==> config.mk <==
export PLATFORM = sky130hd
export DESIGN_NAME = pcm_coding_framing_control
export DESIGN_NICKNAME = d
export VERILOG_FILES = /design/src/pcm_codec_pkg.sv /design/src/pcm_bit_sync.sv /design/src/pcm_coding_framing_control.sv
export SDC_FILE = /design/constraint.sdc
export NUM_CORES = 1
export LEC_CHECK = 0
export CAP_MARGIN = 20
export CELL_PAD_IN_SITES_DETAIL_PLACEMENT = 0
export CELL_PAD_IN_SITES_GLOBAL_PLACEMENT = 1
export CORE_MARGIN = 2
export CORE_UTILIZATION = 54
export CTS_BUF_LIST = sky130_fd_sc_hd__clkbuf_8
export CTS_CLUSTER_SIZE = 14
export DETAILED_ROUTE_END_ITERATION = 8
export DONT_BUFFER_PORTS = 1
export PLACE_DENSITY_LB_ADDON = 0.1
export REMOVE_ABC_BUFFERS = 1
export SKIP_CTS_REPAIR_TIMING = 1
export SYNTH_ARGS = -nofsm -noshare
export SYNTH_HDL_FRONTEND = slang
export SYNTH_HIERARCHICAL = 1
export SYNTH_SLANG_ARGS = --single-unit
==> constraint.sdc <==
create_clock -name CLK_SYS_I -period 3.7 [get_ports CLK_SYS_I]
set_input_delay 0.74 -clock CLK_SYS_I [delete_from_list [all_inputs] [get_ports CLK_SYS_I]]
set_output_delay 0.74 -clock CLK_SYS_I [all_outputs]
set_load 0.02 [all_outputs]
==> src/pcm_codec_pkg.sv <==
// Purpose: shared constants and carriers for the PCM coding and framing block
// Assumes: 10 MHz system clock, bit clock sampled as a plain input
// Notes: register offsets are the printed byte addresses of the control port
package pcm_codec_pkg;
    localparam logic [7:0] GAIN_ONE_OFS = 8'h00;
    localparam logic [7:0] GAIN_TWO_OFS = 8'h01;
    localparam logic [7:0] CODING_OFS = 8'h04;
    localparam logic [7:0] GAIN_ONE_RST = 8'h00;
    localparam logic [7:0] GAIN_TWO_RST = 8'h00;
    localparam logic [7:0] CODING_RST = 8'h00;
    // gain_control_one fields
    localparam int TXG_LSB = 0;
    localparam int RXG_LSB = 3;
    // gain_control_two fields
    localparam int STG_LSB = 0;
    localparam int STEN_BIT = 3;
    // coding_control fields
    localparam int ALAW_BIT = 0;
    localparam int SMAG_BIT = 1;
    localparam int DEN_BIT = 2;
    localparam int BUSMODE_BIT = 3;
    localparam int SLOT_BITS = 8;
    localparam int DELAY_SLOTS = 4;
    localparam logic [7:0] ADI_MASK = 8'h55;
    localparam logic [7:0] MU_INV_MASK = 8'h7F;

    typedef struct packed {
        logic [2:0] tx_filter_gain;
        logic [2:0] rx_filter_gain;
        logic [2:0] sidetone_gain;
        logic sidetone_en;
        logic alaw;
        logic code_format_select;
    } coding_cfg_s;

    typedef enum logic [1:0] {
        CODE_SMAG = 2'b00,
        CODE_MU = 2'b01,
        CODE_ALAW = 2'b11
    } code_law_e;

    // sign-magnitude to line code and back (both maps are self-inverse)
    function automatic logic [7:0] line_code(input logic [7:0] sm, input code_law_e law);
        logic [7:0] r;
        r = sm;
        unique case (law)
            CODE_SMAG: r = sm;
            CODE_MU: r = sm ^ MU_INV_MASK;
            CODE_ALAW: r = sm ^ ADI_MASK;
        endcase
        return r;
    endfunction
endpackage

==> src/pcm_bit_sync.sv <==
// Purpose: two-stage synchroniser for pins from outside the system clock
// Assumes: inputs are slow against CLK_SYS_I
// Notes: first stage read only by the second
`timescale 1ns/1ns
module pcm_bit_sync (
    input wire logic clk_i,
    input wire logic srst_i,
    input wire logic [3:0] async_i,
    output logic [3:0] sync_o
);
    logic [3:0] meta_r;
    logic [3:0] meta_nxt;
    logic [3:0] sync_nxt;
    always_comb begin
        meta_nxt = async_i;
        sync_nxt = meta_r;
    end
    always_ff @(posedge clk_i) begin
        if (srst_i) begin
            meta_r <= 4'h0;
            sync_o <= 4'h0;
        end else begin
            meta_r <= meta_nxt;
            sync_o <= sync_nxt;
        end
    end
endmodule

==> src/pcm_coding_framing_control.sv <==
// Purpose: digital side of a voice codec: serial PCM slot, delayed frame, coding control
// Assumes: bit clock and frame strobe come from the transceiver, sampled at 10 MHz
// Notes: samples cross to/from the converter as sign-magnitude words
`timescale 1ns/1ns
module pcm_coding_framing_control
    import pcm_codec_pkg::*;
(
    input wire logic CLK_SYS_I,
    input wire logic SRST_I,
    input wire logic POWER_UP_RESET_N_I,
    input wire logic DEVICE_CLOCK_INPUT_I,
    input wire logic FRAME_STROBE_IN_I,
    input wire logic DIN_I,
    input wire logic LAW_PIN_I,
    output logic DOUT_O,
    output logic DOUT_OE_N_O,
    output logic DELAYED_FRAME_OUT_O,
    input wire logic REG_WR_I,
    input wire logic [7:0] REG_ADDR_I,
    input wire logic [7:0] REG_WDATA_I,
    output logic [7:0] REG_RDATA_O,
    input wire logic [7:0] TX_SAMPLE_I,
    output logic [7:0] RX_SAMPLE_O,
    output logic RX_VALID_O,
    output logic TX_TAKEN_O,
    output coding_cfg_s CFG_O
);
    logic [3:0] sync_w;
    logic bclk_s, strb_s, din_s, law_s;
    pcm_bit_sync u_sync (
        .clk_i(CLK_SYS_I),
        .srst_i(SRST_I),
        .async_i({DEVICE_CLOCK_INPUT_I, FRAME_STROBE_IN_I, DIN_I, LAW_PIN_I}),
        .sync_o(sync_w)
    );
    assign {bclk_s, strb_s, din_s, law_s} = sync_w;

    // power-up reset pin is asynchronous, so synchronise it too
    logic [1:0] pwr_r, pwr_nxt;
    logic rst_all;
    always_comb pwr_nxt = {pwr_r[0], POWER_UP_RESET_N_I};
    always_ff @(posedge CLK_SYS_I) begin
        if (SRST_I) pwr_r <= 2'b00;
        else pwr_r <= pwr_nxt;
    end
    assign rst_all = SRST_I | ~pwr_r[1];

    // registers
    logic [7:0] g1_r, g1_nxt, g2_r, g2_nxt, cc_r, cc_nxt;
    always_comb begin
        g1_nxt = g1_r;
        g2_nxt = g2_r;
        cc_nxt = cc_r;
        if (REG_WR_I) begin
            unique case (REG_ADDR_I)
                GAIN_ONE_OFS: g1_nxt = REG_WDATA_I;
                GAIN_TWO_OFS: g2_nxt = REG_WDATA_I;
                CODING_OFS: cc_nxt = REG_WDATA_I;
                default: ;
            endcase
        end
    end
    always_ff @(posedge CLK_SYS_I) begin
        if (rst_all) begin
            g1_r <= GAIN_ONE_RST;
            g2_r <= GAIN_TWO_RST;
            cc_r <= CODING_RST;
        end else begin
            g1_r <= g1_nxt;
            g2_r <= g2_nxt;
            cc_r <= cc_nxt;
        end
    end
    always_comb begin
        unique case (REG_ADDR_I)
            GAIN_ONE_OFS: REG_RDATA_O = g1_r;
            GAIN_TWO_OFS: REG_RDATA_O = g2_r;
            CODING_OFS: REG_RDATA_O = cc_r;
            default: REG_RDATA_O = 8'h00;
        endcase
    end

    logic alaw_sel, bus_mode;
    code_law_e law;
    assign alaw_sel = cc_r[ALAW_BIT] | (~cc_r[DEN_BIT] & law_s);
    assign bus_mode = cc_r[BUSMODE_BIT];
    always_comb begin
        if (cc_r[SMAG_BIT]) law = CODE_SMAG;
        else if (alaw_sel) law = CODE_ALAW;
        else law = CODE_MU;
    end
    always_comb begin
        CFG_O.tx_filter_gain = g1_r[TXG_LSB +: 3];
        CFG_O.rx_filter_gain = g1_r[RXG_LSB +: 3];
        CFG_O.sidetone_gain = g2_r[STG_LSB +: 3];
        CFG_O.sidetone_en = g2_r[STEN_BIT];
        CFG_O.alaw = alaw_sel;
        CFG_O.code_format_select = cc_r[SMAG_BIT];
    end

    // edge detection on synchronised pins
    logic bclk_d, strb_d;
    logic rise, fall, strb_rise, strb_fall;
    always_ff @(posedge CLK_SYS_I) begin
        if (rst_all) begin
            bclk_d <= 1'b0;
            strb_d <= 1'b0;
        end else begin
            bclk_d <= bclk_s;
            strb_d <= strb_s;
        end
    end
    assign rise = bclk_s & ~bclk_d;
    assign fall = ~bclk_s & bclk_d;
    assign strb_rise = strb_s & ~strb_d;
    assign strb_fall = ~strb_s & strb_d;

    // serial slot: one sample per frame each way
    logic [7:0] tx_sh_r, tx_sh_nxt, rx_sh_r, rx_sh_nxt, rx_r, rx_nxt;
    logic [3:0] tcnt_r, tcnt_nxt, rcnt_r, rcnt_nxt;
    logic slot_r, slot_nxt, dout_r, dout_nxt, rxv_r, rxv_nxt, taken;
    always_comb begin
        tx_sh_nxt = tx_sh_r;
        rx_sh_nxt = rx_sh_r;
        rx_nxt = rx_r;
        tcnt_nxt = tcnt_r;
        rcnt_nxt = rcnt_r;
        slot_nxt = slot_r;
        dout_nxt = dout_r;
        rxv_nxt = 1'b0;
        taken = 1'b0;
        if (strb_rise) begin
            tx_sh_nxt = line_code(TX_SAMPLE_I, law);
            tcnt_nxt = 4'h0;
            rcnt_nxt = 4'h0;
            slot_nxt = 1'b1;
            taken = 1'b1;
        end else if (slot_r) begin
            if (rise && tcnt_r < 4'(SLOT_BITS)) begin
                dout_nxt = tx_sh_r[7];
                tx_sh_nxt = {tx_sh_r[6:0], 1'b0};
                tcnt_nxt = tcnt_r + 4'h1;
            end
            if (fall && tcnt_r != 4'h0 && rcnt_r < 4'(SLOT_BITS)) begin
                rx_sh_nxt = {rx_sh_r[6:0], din_s};
                rcnt_nxt = rcnt_r + 4'h1;
                if (rcnt_r == 4'(SLOT_BITS - 1)) begin
                    rx_nxt = line_code({rx_sh_r[6:0], din_s}, law);
                    rxv_nxt = 1'b1;
                    slot_nxt = 1'b0;
                end
            end
        end
    end
    always_ff @(posedge CLK_SYS_I) begin
        if (rst_all) begin
            tx_sh_r <= 8'h00;
            rx_sh_r <= 8'h00;
            rx_r <= 8'h00;
            tcnt_r <= 4'h0;
            rcnt_r <= 4'h0;
            slot_r <= 1'b0;
            dout_r <= 1'b0;
            rxv_r <= 1'b0;
        end else begin
            tx_sh_r <= tx_sh_nxt;
            rx_sh_r <= rx_sh_nxt;
            rx_r <= rx_nxt;
            tcnt_r <= tcnt_nxt;
            rcnt_r <= rcnt_nxt;
            slot_r <= slot_nxt;
            dout_r <= dout_nxt;
            rxv_r <= rxv_nxt;
        end
    end
    assign DOUT_O = dout_r;
    assign DOUT_OE_N_O = ~(slot_r & tcnt_r != 4'h0);
    assign RX_SAMPLE_O = rx_r;
    assign RX_VALID_O = rxv_r;
    assign TX_TAKEN_O = taken;

    // delayed frame output for cascading
    typedef enum logic [1:0] {DF_IDLE = 2'b00, DF_WAIT = 2'b01, DF_OUT = 2'b11} dframe_e;
    dframe_e df_r, df_nxt;
    logic [5:0] dcnt_r, dcnt_nxt;
    logic dfo_r, dfo_nxt;
    always_comb begin
        df_nxt = df_r;
        dcnt_nxt = dcnt_r;
        dfo_nxt = dfo_r;
        unique case (df_r)
            DF_IDLE: begin
                if (!bus_mode && strb_fall) begin
                    df_nxt = DF_OUT;
                    dfo_nxt = 1'b1;
                    dcnt_nxt = 6'(SLOT_BITS);
                end else if (bus_mode && strb_rise) begin
                    df_nxt = DF_WAIT;
                    dcnt_nxt = 6'(SLOT_BITS * DELAY_SLOTS);
                end
            end
            DF_WAIT: begin
                if (fall) dcnt_nxt = dcnt_r - 6'h01;
                if (fall && dcnt_r == 6'h01) begin
                    df_nxt = DF_OUT;
                    dfo_nxt = 1'b1;
                    dcnt_nxt = 6'h01;
                end
            end
            DF_OUT: begin
                if (fall) dcnt_nxt = dcnt_r - 6'h01;
                if (fall && dcnt_r == 6'h01) begin
                    df_nxt = DF_IDLE;
                    dfo_nxt = 1'b0;
                end
            end
            default: begin
                df_nxt = DF_IDLE;
                dfo_nxt = 1'b0;
            end
        endcase
    end
    always_ff @(posedge CLK_SYS_I) begin
        if (rst_all) begin
            df_r <= DF_IDLE;
            dcnt_r <= 6'h00;
            dfo_r <= 1'b0;
        end else begin
            df_r <= df_nxt;
            dcnt_r <= dcnt_nxt;
            dfo_r <= dfo_nxt;
        end
    end
    assign DELAYED_FRAME_OUT_O = dfo_r;

    a_reset_defaults: assert property (@(posedge CLK_SYS_I) $fell(rst_all) |->
        g2_r[STEN_BIT] == 1'b0 && g1_r == 8'h00 && !cc_r[ALAW_BIT])
        else $error("defaults wrong after reset");
    a_law_or: assert property (@(posedge CLK_SYS_I) disable iff (rst_all)
        cc_r[ALAW_BIT] |-> CFG_O.alaw)
        else $error("register A-law ignored");
    a_pin_law: assert property (@(posedge CLK_SYS_I) disable iff (rst_all)
        (!cc_r[DEN_BIT] && law_s) |-> CFG_O.alaw)
        else $error("law pin ignored");
    a_sidetone_map: assert property (@(posedge CLK_SYS_I) disable iff (rst_all)
        CFG_O.sidetone_en == g2_r[STEN_BIT])
        else $error("sidetone enable mismatch");
    a_gain_write: assert property (@(posedge CLK_SYS_I) disable iff (rst_all)
        (REG_WR_I && REG_ADDR_I == GAIN_ONE_OFS) |=> g1_r == $past(REG_WDATA_I))
        else $error("gain register not written");
    a_stg_write: assert property (@(posedge CLK_SYS_I) disable iff (rst_all)
        (REG_WR_I && REG_ADDR_I == GAIN_TWO_OFS) |=>
        CFG_O.sidetone_gain == $past(REG_WDATA_I[2:0]))
        else $error("sidetone gain not written");
    a_coding_write: assert property (@(posedge CLK_SYS_I) disable iff (rst_all)
        (REG_WR_I && REG_ADDR_I == CODING_OFS) |=> cc_r == $past(REG_WDATA_I))
        else $error("coding register not written");
    a_mu_zero: assert property (@(posedge CLK_SYS_I) disable iff (rst_all)
        (strb_rise && law == CODE_MU && TX_SAMPLE_I == 8'h00) |=> tx_sh_r == 8'h7F)
        else $error("mu-law quiet code wrong");
    a_alaw_fs: assert property (@(posedge CLK_SYS_I) disable iff (rst_all)
        (strb_rise && law == CODE_ALAW && TX_SAMPLE_I == 8'hFF) |=> tx_sh_r == 8'hAA)
        else $error("A-law full scale wrong");
    a_smag_pass: assert property (@(posedge CLK_SYS_I) disable iff (rst_all)
        (strb_rise && law == CODE_SMAG) |=> tx_sh_r == $past(TX_SAMPLE_I))
        else $error("sign-magnitude altered");
    a_slot_drive: assert property (@(posedge CLK_SYS_I) disable iff (rst_all)
        !slot_r |-> DOUT_OE_N_O)
        else $error("driving outside slot");
    a_strobe_delay: assert property (@(posedge CLK_SYS_I) disable iff (rst_all)
        (!bus_mode && strb_fall && df_r == DF_IDLE) |=> DELAYED_FRAME_OUT_O)
        else $error("delayed strobe missing");
endmodule

# Yosys cells after proc, flatten, opt, wreduce, memory -nomap -nowiden
# Cells that the tools add are included.
# Widths: inputs -> output; s select.
# totals
reg_bits	79
out_inout_bits	33
elab_cells	114
# op_classes
add_sub_neg	3
order_cmp	2
eq_ne	12
n_mux	28
n_bitwise	22
n_reduce_logical	28
# op_table
op	n
$pmux 8 s3	3
$mux 6	4
$mux 8	3
$pmux 6 s3	1
$not 7->7	2
$reduce_and 2->1	7
$mux 2	6
$reduce_and 3->1	4
$not 1->1	10
$mux 1	9
$add 4x1->4 const B	2
$eq 8x1->1 const B	1
$eq 8x3->1 const B	1
$logic_not 8->1	1
$lt 4x4->1 const B	2
$not 4->4	2
$and 1x1->1	6
$eq 6x1->1 const B	1
$logic_and 1x1->1	6
$ne 2x2->1 const B	3
$pmux 2 s3	1
$sub 6x1->6 const B	1
$eq 2x1->1 const B	2
$eq 2x2->1 const B	2
12 further kinds	15

# Longest topological paths before layout
# Gate-level depths: netlist (run 1).
# depth
word_depth	8
ltp_mapped	7

# Hierarchy
# Netlist (run 1), hierarchy kept.
# modules_own_cells
module	instances	cells_each	area_per_inst_um2	seq_area_each_um2
pcm_coding_framing_control	1	370	3399.5	1421.4
pcm_bit_sync	1	16	210.2	160.2

# Worst setup path after synthesis (run 1)
# No wires, ideal clock.
# synth_path
path_type	input port to output port
from	in REG_ADDR_I[5]
to	out REG_RDATA_O[0]
arrival_time_ns	1.994
required_time_ns	2.960
slack_ns	0.966
cell_stages	3
path_buffers	0
path_cell_list	nor4_1 > nand2_1 > nor2_1
# synth_between
elab_chain_cells	2
# synth_rtl
element	line_no	source
start: declaration	pcm_coding_framing_control.sv:19	input wire logic [7:0] REG_ADDR_I,
$eq 8x3->1 (tied with other cells)	pcm_coding_framing_control.sv:75	unique case (REG_ADDR_I)
$pmux 8 s3 (*)	pcm_coding_framing_control.sv:75	
end: declaration	pcm_coding_framing_control.sv:21	output logic [7:0] REG_RDATA_O,
# Mark *: on every way between the ends. The rest lies on a longest branch, timed or not.

# Worst setup path in the final report (run 1)
# Ends and elaborated chain as after synthesis.

==> qor.csv, run 1 <==
stage,metric,value,unit
detailed_routing,DR vias,2518,
global_route,GRT Residual Overflow,0,
timing,max-slew violation count,0,
final_layout,Final nets,406,
logic_synthesis,Post-Syn Instances,386,
setup_path,Buf/Inv on CP,0,
timing,Final Hold Viols,0,
floorplan,Die Wd,85.8,µm
logic_synthesis,Yosys reg bits,79,
run_status,failing checks,design-rule violations,
setup_path,Critical Path Start,REG_ADDR_I[5],
run_status,outcome,finished with violations,
final_layout,fill count,573,
setup_path,crit path max-delay cell type,nor4_1,
detailed_routing,Routed WL per cell,15.4,µm
detailed_routing,Remaining DRCs,1,
final_layout,post-layout util,59.5,%
global_route,initial antenna violation count,0,
logic_synthesis,Synth Warn #,6,
detailed_routing,Post-Route WL,6.96,mm
timing,RSZ-0062 raised after global routing,false,
floorplan,Initial Util,56.2,%
power,clock power share,44.9,%
final_layout,Ant. Diodes,0,
detailed_routing,vias per cell,5.58,
power,Comb power frac,2.3,%
clock_tree,Bufs on Longest Clock Path,2,
floorplan,Rows,29,
hold_path,hold crit path type,reg -> reg,
logic_synthesis,syn_area_per_cell,9.35,µm²
setup_path,max incr delay on CP,660,ps
timing,Rel. slew slack,43.7,%
place,Final HPWL DP,4.64,mm
global_route,first-pass GRT wire length,11.8,mm
flow_run,Max-cap violations,0,
clock_tree,Inserted Clock Buffers,9,
power,Internal,0.00126,W
timing,fin crit share,79.0,%
setup_path,crit path kind,in -> out,
clock_tree,CTS tree,built,
logic_synthesis,"Primary FF master, synth",dfxtp_1,
power,Power Density,425,nW/µm²
setup_path,maximum fanout along the worst path,8,
clock_tree,Worst-path clk slew,90,ps
clock_tree,clk_lat worst skew,350,ps
logic_synthesis,ys async rst share,0,%
setup_path,critical path required time,2960,ps
clock_tree,total clock sinks,79,
logic_synthesis,post-synth cell types,47,
place,IO buf count,0,
power,Flop pwr share,52.8,%
global_route,total track usage,20.2,%
place,Setup Slack @ Placement,769,ps
timing,fin crit period,2920,ps
logic_synthesis,"EDFF count, synth",0,
clock_tree,CTS root buffer,clkbuf_8,
power,LEAKAGE,1.45,nW
timing,# setup viols final,0,
power,maximum vdd drop,0.284,mV
clock_tree,CTS H-Tree Depth,3,
setup_path,cells along the critical path,"nor4_1, nand2_1, nor2_1",
final_layout,area of the multi-input gates,1840,µm²
setup_path,Startpoint Class,input pin,
setup_path,Crit path max-delay family,simple AND/OR/NAND/NOR gates,
final_layout,FF+latch area,1580,µm²
timing,setup TNS,0,ps
power,net load switching power,0.000364,W
power,Switching Share,22.4,%
power,Total Power,0.00163,W
setup_path,R2R setup slack,1310,ps
timing,Slew @ Worst Pin,834,ps
global_route,largest net degree at the start of global routing,56,
floorplan,I/O pins,65,
setup_path,Worst R2R Start,strb_d,
detailed_routing,Pre-antenna DRT Iters,6,
detailed_routing,remaining antenna violation count,0,
final_layout,P&R area growth vs syn,5.82,%
floorplan,die height,85.8,µm
logic_synthesis,synth cell count leaders,"dfxtp_1, nor2_1, mux2i_1",
detailed_routing,violation count after the first detailed-route iteration,86,
timing,Fmax,342,MHz
hold_path,hold path start,u_sync/meta_r[0],
floorplan,area of the core region,6420,µm²
place,routability congestion estimate,0.751,
logic_synthesis,"top cells by area, synth","dfxtp_1, mux2i_1, nor2_1",
timing,setup ws final,776,ps
logic_synthesis,Synth Cell Area,3610,µm²
setup_path,critical path arrival,2180,ps
setup_path,Worst setup EP type,output pin,
global_route,vias in the first global route,2435,
logic_synthesis,post-synth top area cell,dfxtp_1,
logic_synthesis,Yosys top cell area share,43.8,%
timing,Worst Clk Skew,8.47,ps
logic_synthesis,sequential fraction of the synthesis area,43.8,%
final_layout,share of cells above drive strength 1,8.82,%
floorplan,die area,7350,µm²
[path summary, 6_finish.rpt]
| check | endpoint | cells after the start |
|---|---|---|
| setup reg to reg | RX_SAMPLE_O[7] | 5 |
| hold / removal | u_sync/sync_o[0] | 1 |
| setup / recovery | REG_RDATA_O[0] | 3 |
| hold reg to reg | u_sync/sync_o[0] | 1 |
[layer usage]
metal	part of all wire, %	global-route usage, %
met1	48	27.2
met2	45	30.8
met3	5.2	5.68
met4	1.6	8.23
met5	0	0
[cells by family (layout without fill, tap and decap cells)]
logic type / count (synthesis) / in the layout / synth area share (%)
AND/OR/NAND/NOR: 148 / 148 / 22.0
buffers and inverters: 39 / 27 / 5.48
flip-flops: 79 / 79 / 43.8
multiplexers: 49 / 49 / 13.6
XOR/XNOR: 18 / 18 / 4.37
AO/OA/AOI/OAI: 48 / 48 / 9.05
adder cells (fa/ha/maj): 5 / 5 / 1.73
[registers in the layout, summed over array words and instances, names as in the netlist, 2 cells and up]
| signal | count |
|---|---|
| g1_r | 8 |
| df_r | 2 |
| tcnt_r | 4 |
| cc_r | 8 |
| rx_sh_r | 7 |
| u_sync/sync_o | 4 |
| dcnt_r | 6 |
| pwr_r | 2 |
| g2_r | 8 |
| RX_SAMPLE_O | 8 |
| tx_sh_r | 8 |
| u_sync/meta_r | 4 |
| rcnt_r | 4 |
[stage by stage]
stage / hold WS (ps) / instance area [µm²] / std cells
finish: 438 / 3820 / 451
global route: 424 / 3820 / 451
CTS: 427 / 3790 / 450
detailed placement: 422 / 3570 / 434
global placement: 417 / 3570 / 434
floorplan: 414 / 3440 / 354
[cell type report]
| type | count | share of cell area [%] |
|---|---|---|
| multi-input combinational | 268 | 48.1 |
| sequential | 79 | 41.4 |
| clock buffer | 9 | 3.24 |
| clock inverter | 7 | 2.69 |
| tap | 77 | 2.52 |
| timing repair buffer | 4 | 1.31 |
| inverter | 7 | 0.688 |
[power by group through the flow]
stage	Clock (W)	Combinational (W)	Sequential, W
after floorplan	0	0.0000287	0.000877
after global placement	0	0.0000354	0.000878
after detailed placement	0	0.0000358	0.000878
after CTS	0.000746	0.0000358	0.000858
after global routing	0.000788	0.0000412	0.000859
final	0.000730	0.0000373	0.000858
[placed cells by master, fill, tap and decap left out, drive strengths merged, types with 4 or more instances in the layout]
cell type  count
dfxtp         79
nor2          79
mux2i         49
nor2b         17
a21oi         15
a211oi        14
xnor2         11
inv           11
nand2          9
clkbuf         9
xor2           7
nor4           6
ha             5
nand3b         4
o31ai          4
or3            4
nand2b         4
buf            4
[worst reg2reg max path: stages (launching register included)]
cell and delay (ps):
dfxtp_1 360, nand2b_1 490, inv_2 290, nor4_4 810, mux2i_1 260, nor2_1 50
No activity file was read; power rests on OpenSTA's default activity.
==> run 2: changes to the inputs <==
- CORE_UTILIZATION: 54 -> 45
- clock period: 3.7 -> 2.4 ns (I/O delays scaled with it)
==> qor.csv, run 2 (synthesis results as in run 1) <==
stage,metric,value,unit
run_status,outcome,"finished, final reports clean",
global_route,largest net degree at the start of global routing,34,
final_layout,Final nets,422,
timing,max-slew violation count,0,
power,maximum vdd drop,0.277,mV
floorplan,die area,8750,µm²
clock_tree,total clock sinks,79,
timing,fin crit period,2240,ps
setup_path,critical path arrival,1760,ps
timing,# setup viols final,0,
place,Area after DPL,3730,µm²
timing,Final Hold Viols,0,
global_route,total track usage,17.5,%
setup_path,maximum fanout along the worst path,7,
global_route,GRT Residual Overflow,0,
setup_path,Startpoint Class,register,
timing,Rel. slew slack,51.3,%
detailed_routing,vias per cell,5.25,
clock_tree,Bufs on Longest Clock Path,2,
place,Final HPWL DP,5.02,mm
timing,setup TNS,0,ps
timing,Fmax,447,MHz
setup_path,Worst setup EP type,output pin,
final_layout,fill count,767,
final_layout,Final Cell Area,3920,µm²
final_layout,post-layout util,50.4,%
final_layout,P&R area growth vs syn,8.53,%
detailed_routing,Routed WL per cell,14.6,µm
flow_run,Max-cap violations,0,
clock_tree,Inserted Clock Buffers,9,
global_route,vias in the first global route,2539,
power,Power Density,582,nW/µm²
detailed_routing,Max Used Layer,met4,
timing,Worst Clk Skew,10.8,ps
detailed_routing,remaining antenna violation count,0,
floorplan,area of the core region,7770,µm²
power,Total Power,0.00228,W
final_layout,FF+latch area,1580,µm²
floorplan,Rows,32,
setup_path,critical path required time,1920,ps
final_layout,area of the multi-input gates,1850,µm²
clock_tree,CTS root buffer,clkbuf_8,
final_layout,share of cells above drive strength 1,12.6,%
timing,Worst Hold Slack,188,ps
final_layout,"commonest cells after routing, fill and taps aside","dfxtp_1, nor2_1, mux2i_1",
hold_path,hold crit path type,in -> reg,
floorplan,Die Wd,93.6,µm
detailed_routing,Met2 Routed Length,3.11,mm
detailed_routing,violation count after the first detailed-route iteration,37,
floorplan,Initial Util,46.5,%
floorplan,die height,93.6,µm
timing,RSZ-0062 raised after global routing,false,
detailed_routing,Remaining DRCs,0,
power,LEAKAGE,1.50,nW
detailed_routing,Post-Route WL,7.19,mm
detailed_routing,routed wl met3,405,µm
place,routability congestion estimate,0.755,
detailed_routing,DR vias,2593,
detailed_routing,Met1 Routed Length,3.56,mm
clock_tree,CTS H-Tree Depth,3,
clock_tree,clk_lat worst skew,350,ps
global_route,first-pass GRT wire length,12.1,mm
place,IO buf count,0,
timing,Slew @ Worst Pin,730,ps
detailed_routing,Pre-antenna DRT Iters,4,
setup_path,crit path kind,reg -> out,
global_route,initial antenna violation count,2,
clock_tree,CTS tree,built,
clock_tree,Worst-path clk slew,90,ps
floorplan,I/O pins,65,
timing,fin crit share,93.2,%
==> run 2: cell count changes in the layout (fill, tap and decap cells not counted), sizes merged <==
cell,delta
clkinv,+2
diode,+2
buf,+16
clkinvlp,+1
bufinv,-2
inv,-1
==> run 2: power by group <==
group / leakage, nW / switching, W / internal, W
Clock: 0.0866 / 0.000511 / 0.000386
Sequential: 0.638 / 0.00000435 / 0.00132
Combinational: 0.774 / 0.0000336 / 0.0000270
Total: 1.50 / 0.000549 / 0.00173
==> run 2: layer usage <==
metal | global-route usage [%] | up-vias
met5 | 0 | -
met4 | 7.25 | 0
met3 | 5.24 | 10
met2 | 26.6 | 45
met1 | 23.0 | 1204
li1 | - | 1334
==> run 2: final cells by class <==
type | instances | share of cell area, %
clock inverters | 7 | 1.41
repair buffers | 20 | 3.83
flip-flops and latches | 79 | 40.4
inverters | 7 | 0.671
diodes | 2 | 0.128
well taps | 102 | 3.26
multi-input cells | 268 | 47.2
clock buffers | 9 | 3.16
==> run 2: metrics by stage <==
| step | setup slack (ps) | std cells |
|---|---|---|
| CTS | 132 | 492 |
| finish | 162 | 494 |
| detailed placement | 455 | 476 |
| global placement | 510 | 476 |
| global route | 18.3 | 494 |
| floorplan | -248 | 354 |
==> run 2: path summary, 6_finish.rpt <==
kind                                        from                to  slack (ps)  depth (start not counted)
worst min-delay path                      SRST_I  u_sync/sync_o[1]         190                          1
worst max-delay path                   tcnt_r[0]       DOUT_OE_N_O         160                          4
worst min register to register  u_sync/meta_r[2]  u_sync/sync_o[2]         440                          1
worst max register to register         dcnt_r[1]         dcnt_r[2]         470                          6
==> run 2: worst max-delay path: stages, from the launching register on <==
cell      delay (ps)
dfxtp_1          360
inv_1             70
ha_1             140
nor3b_2          530
nand2b_1         310
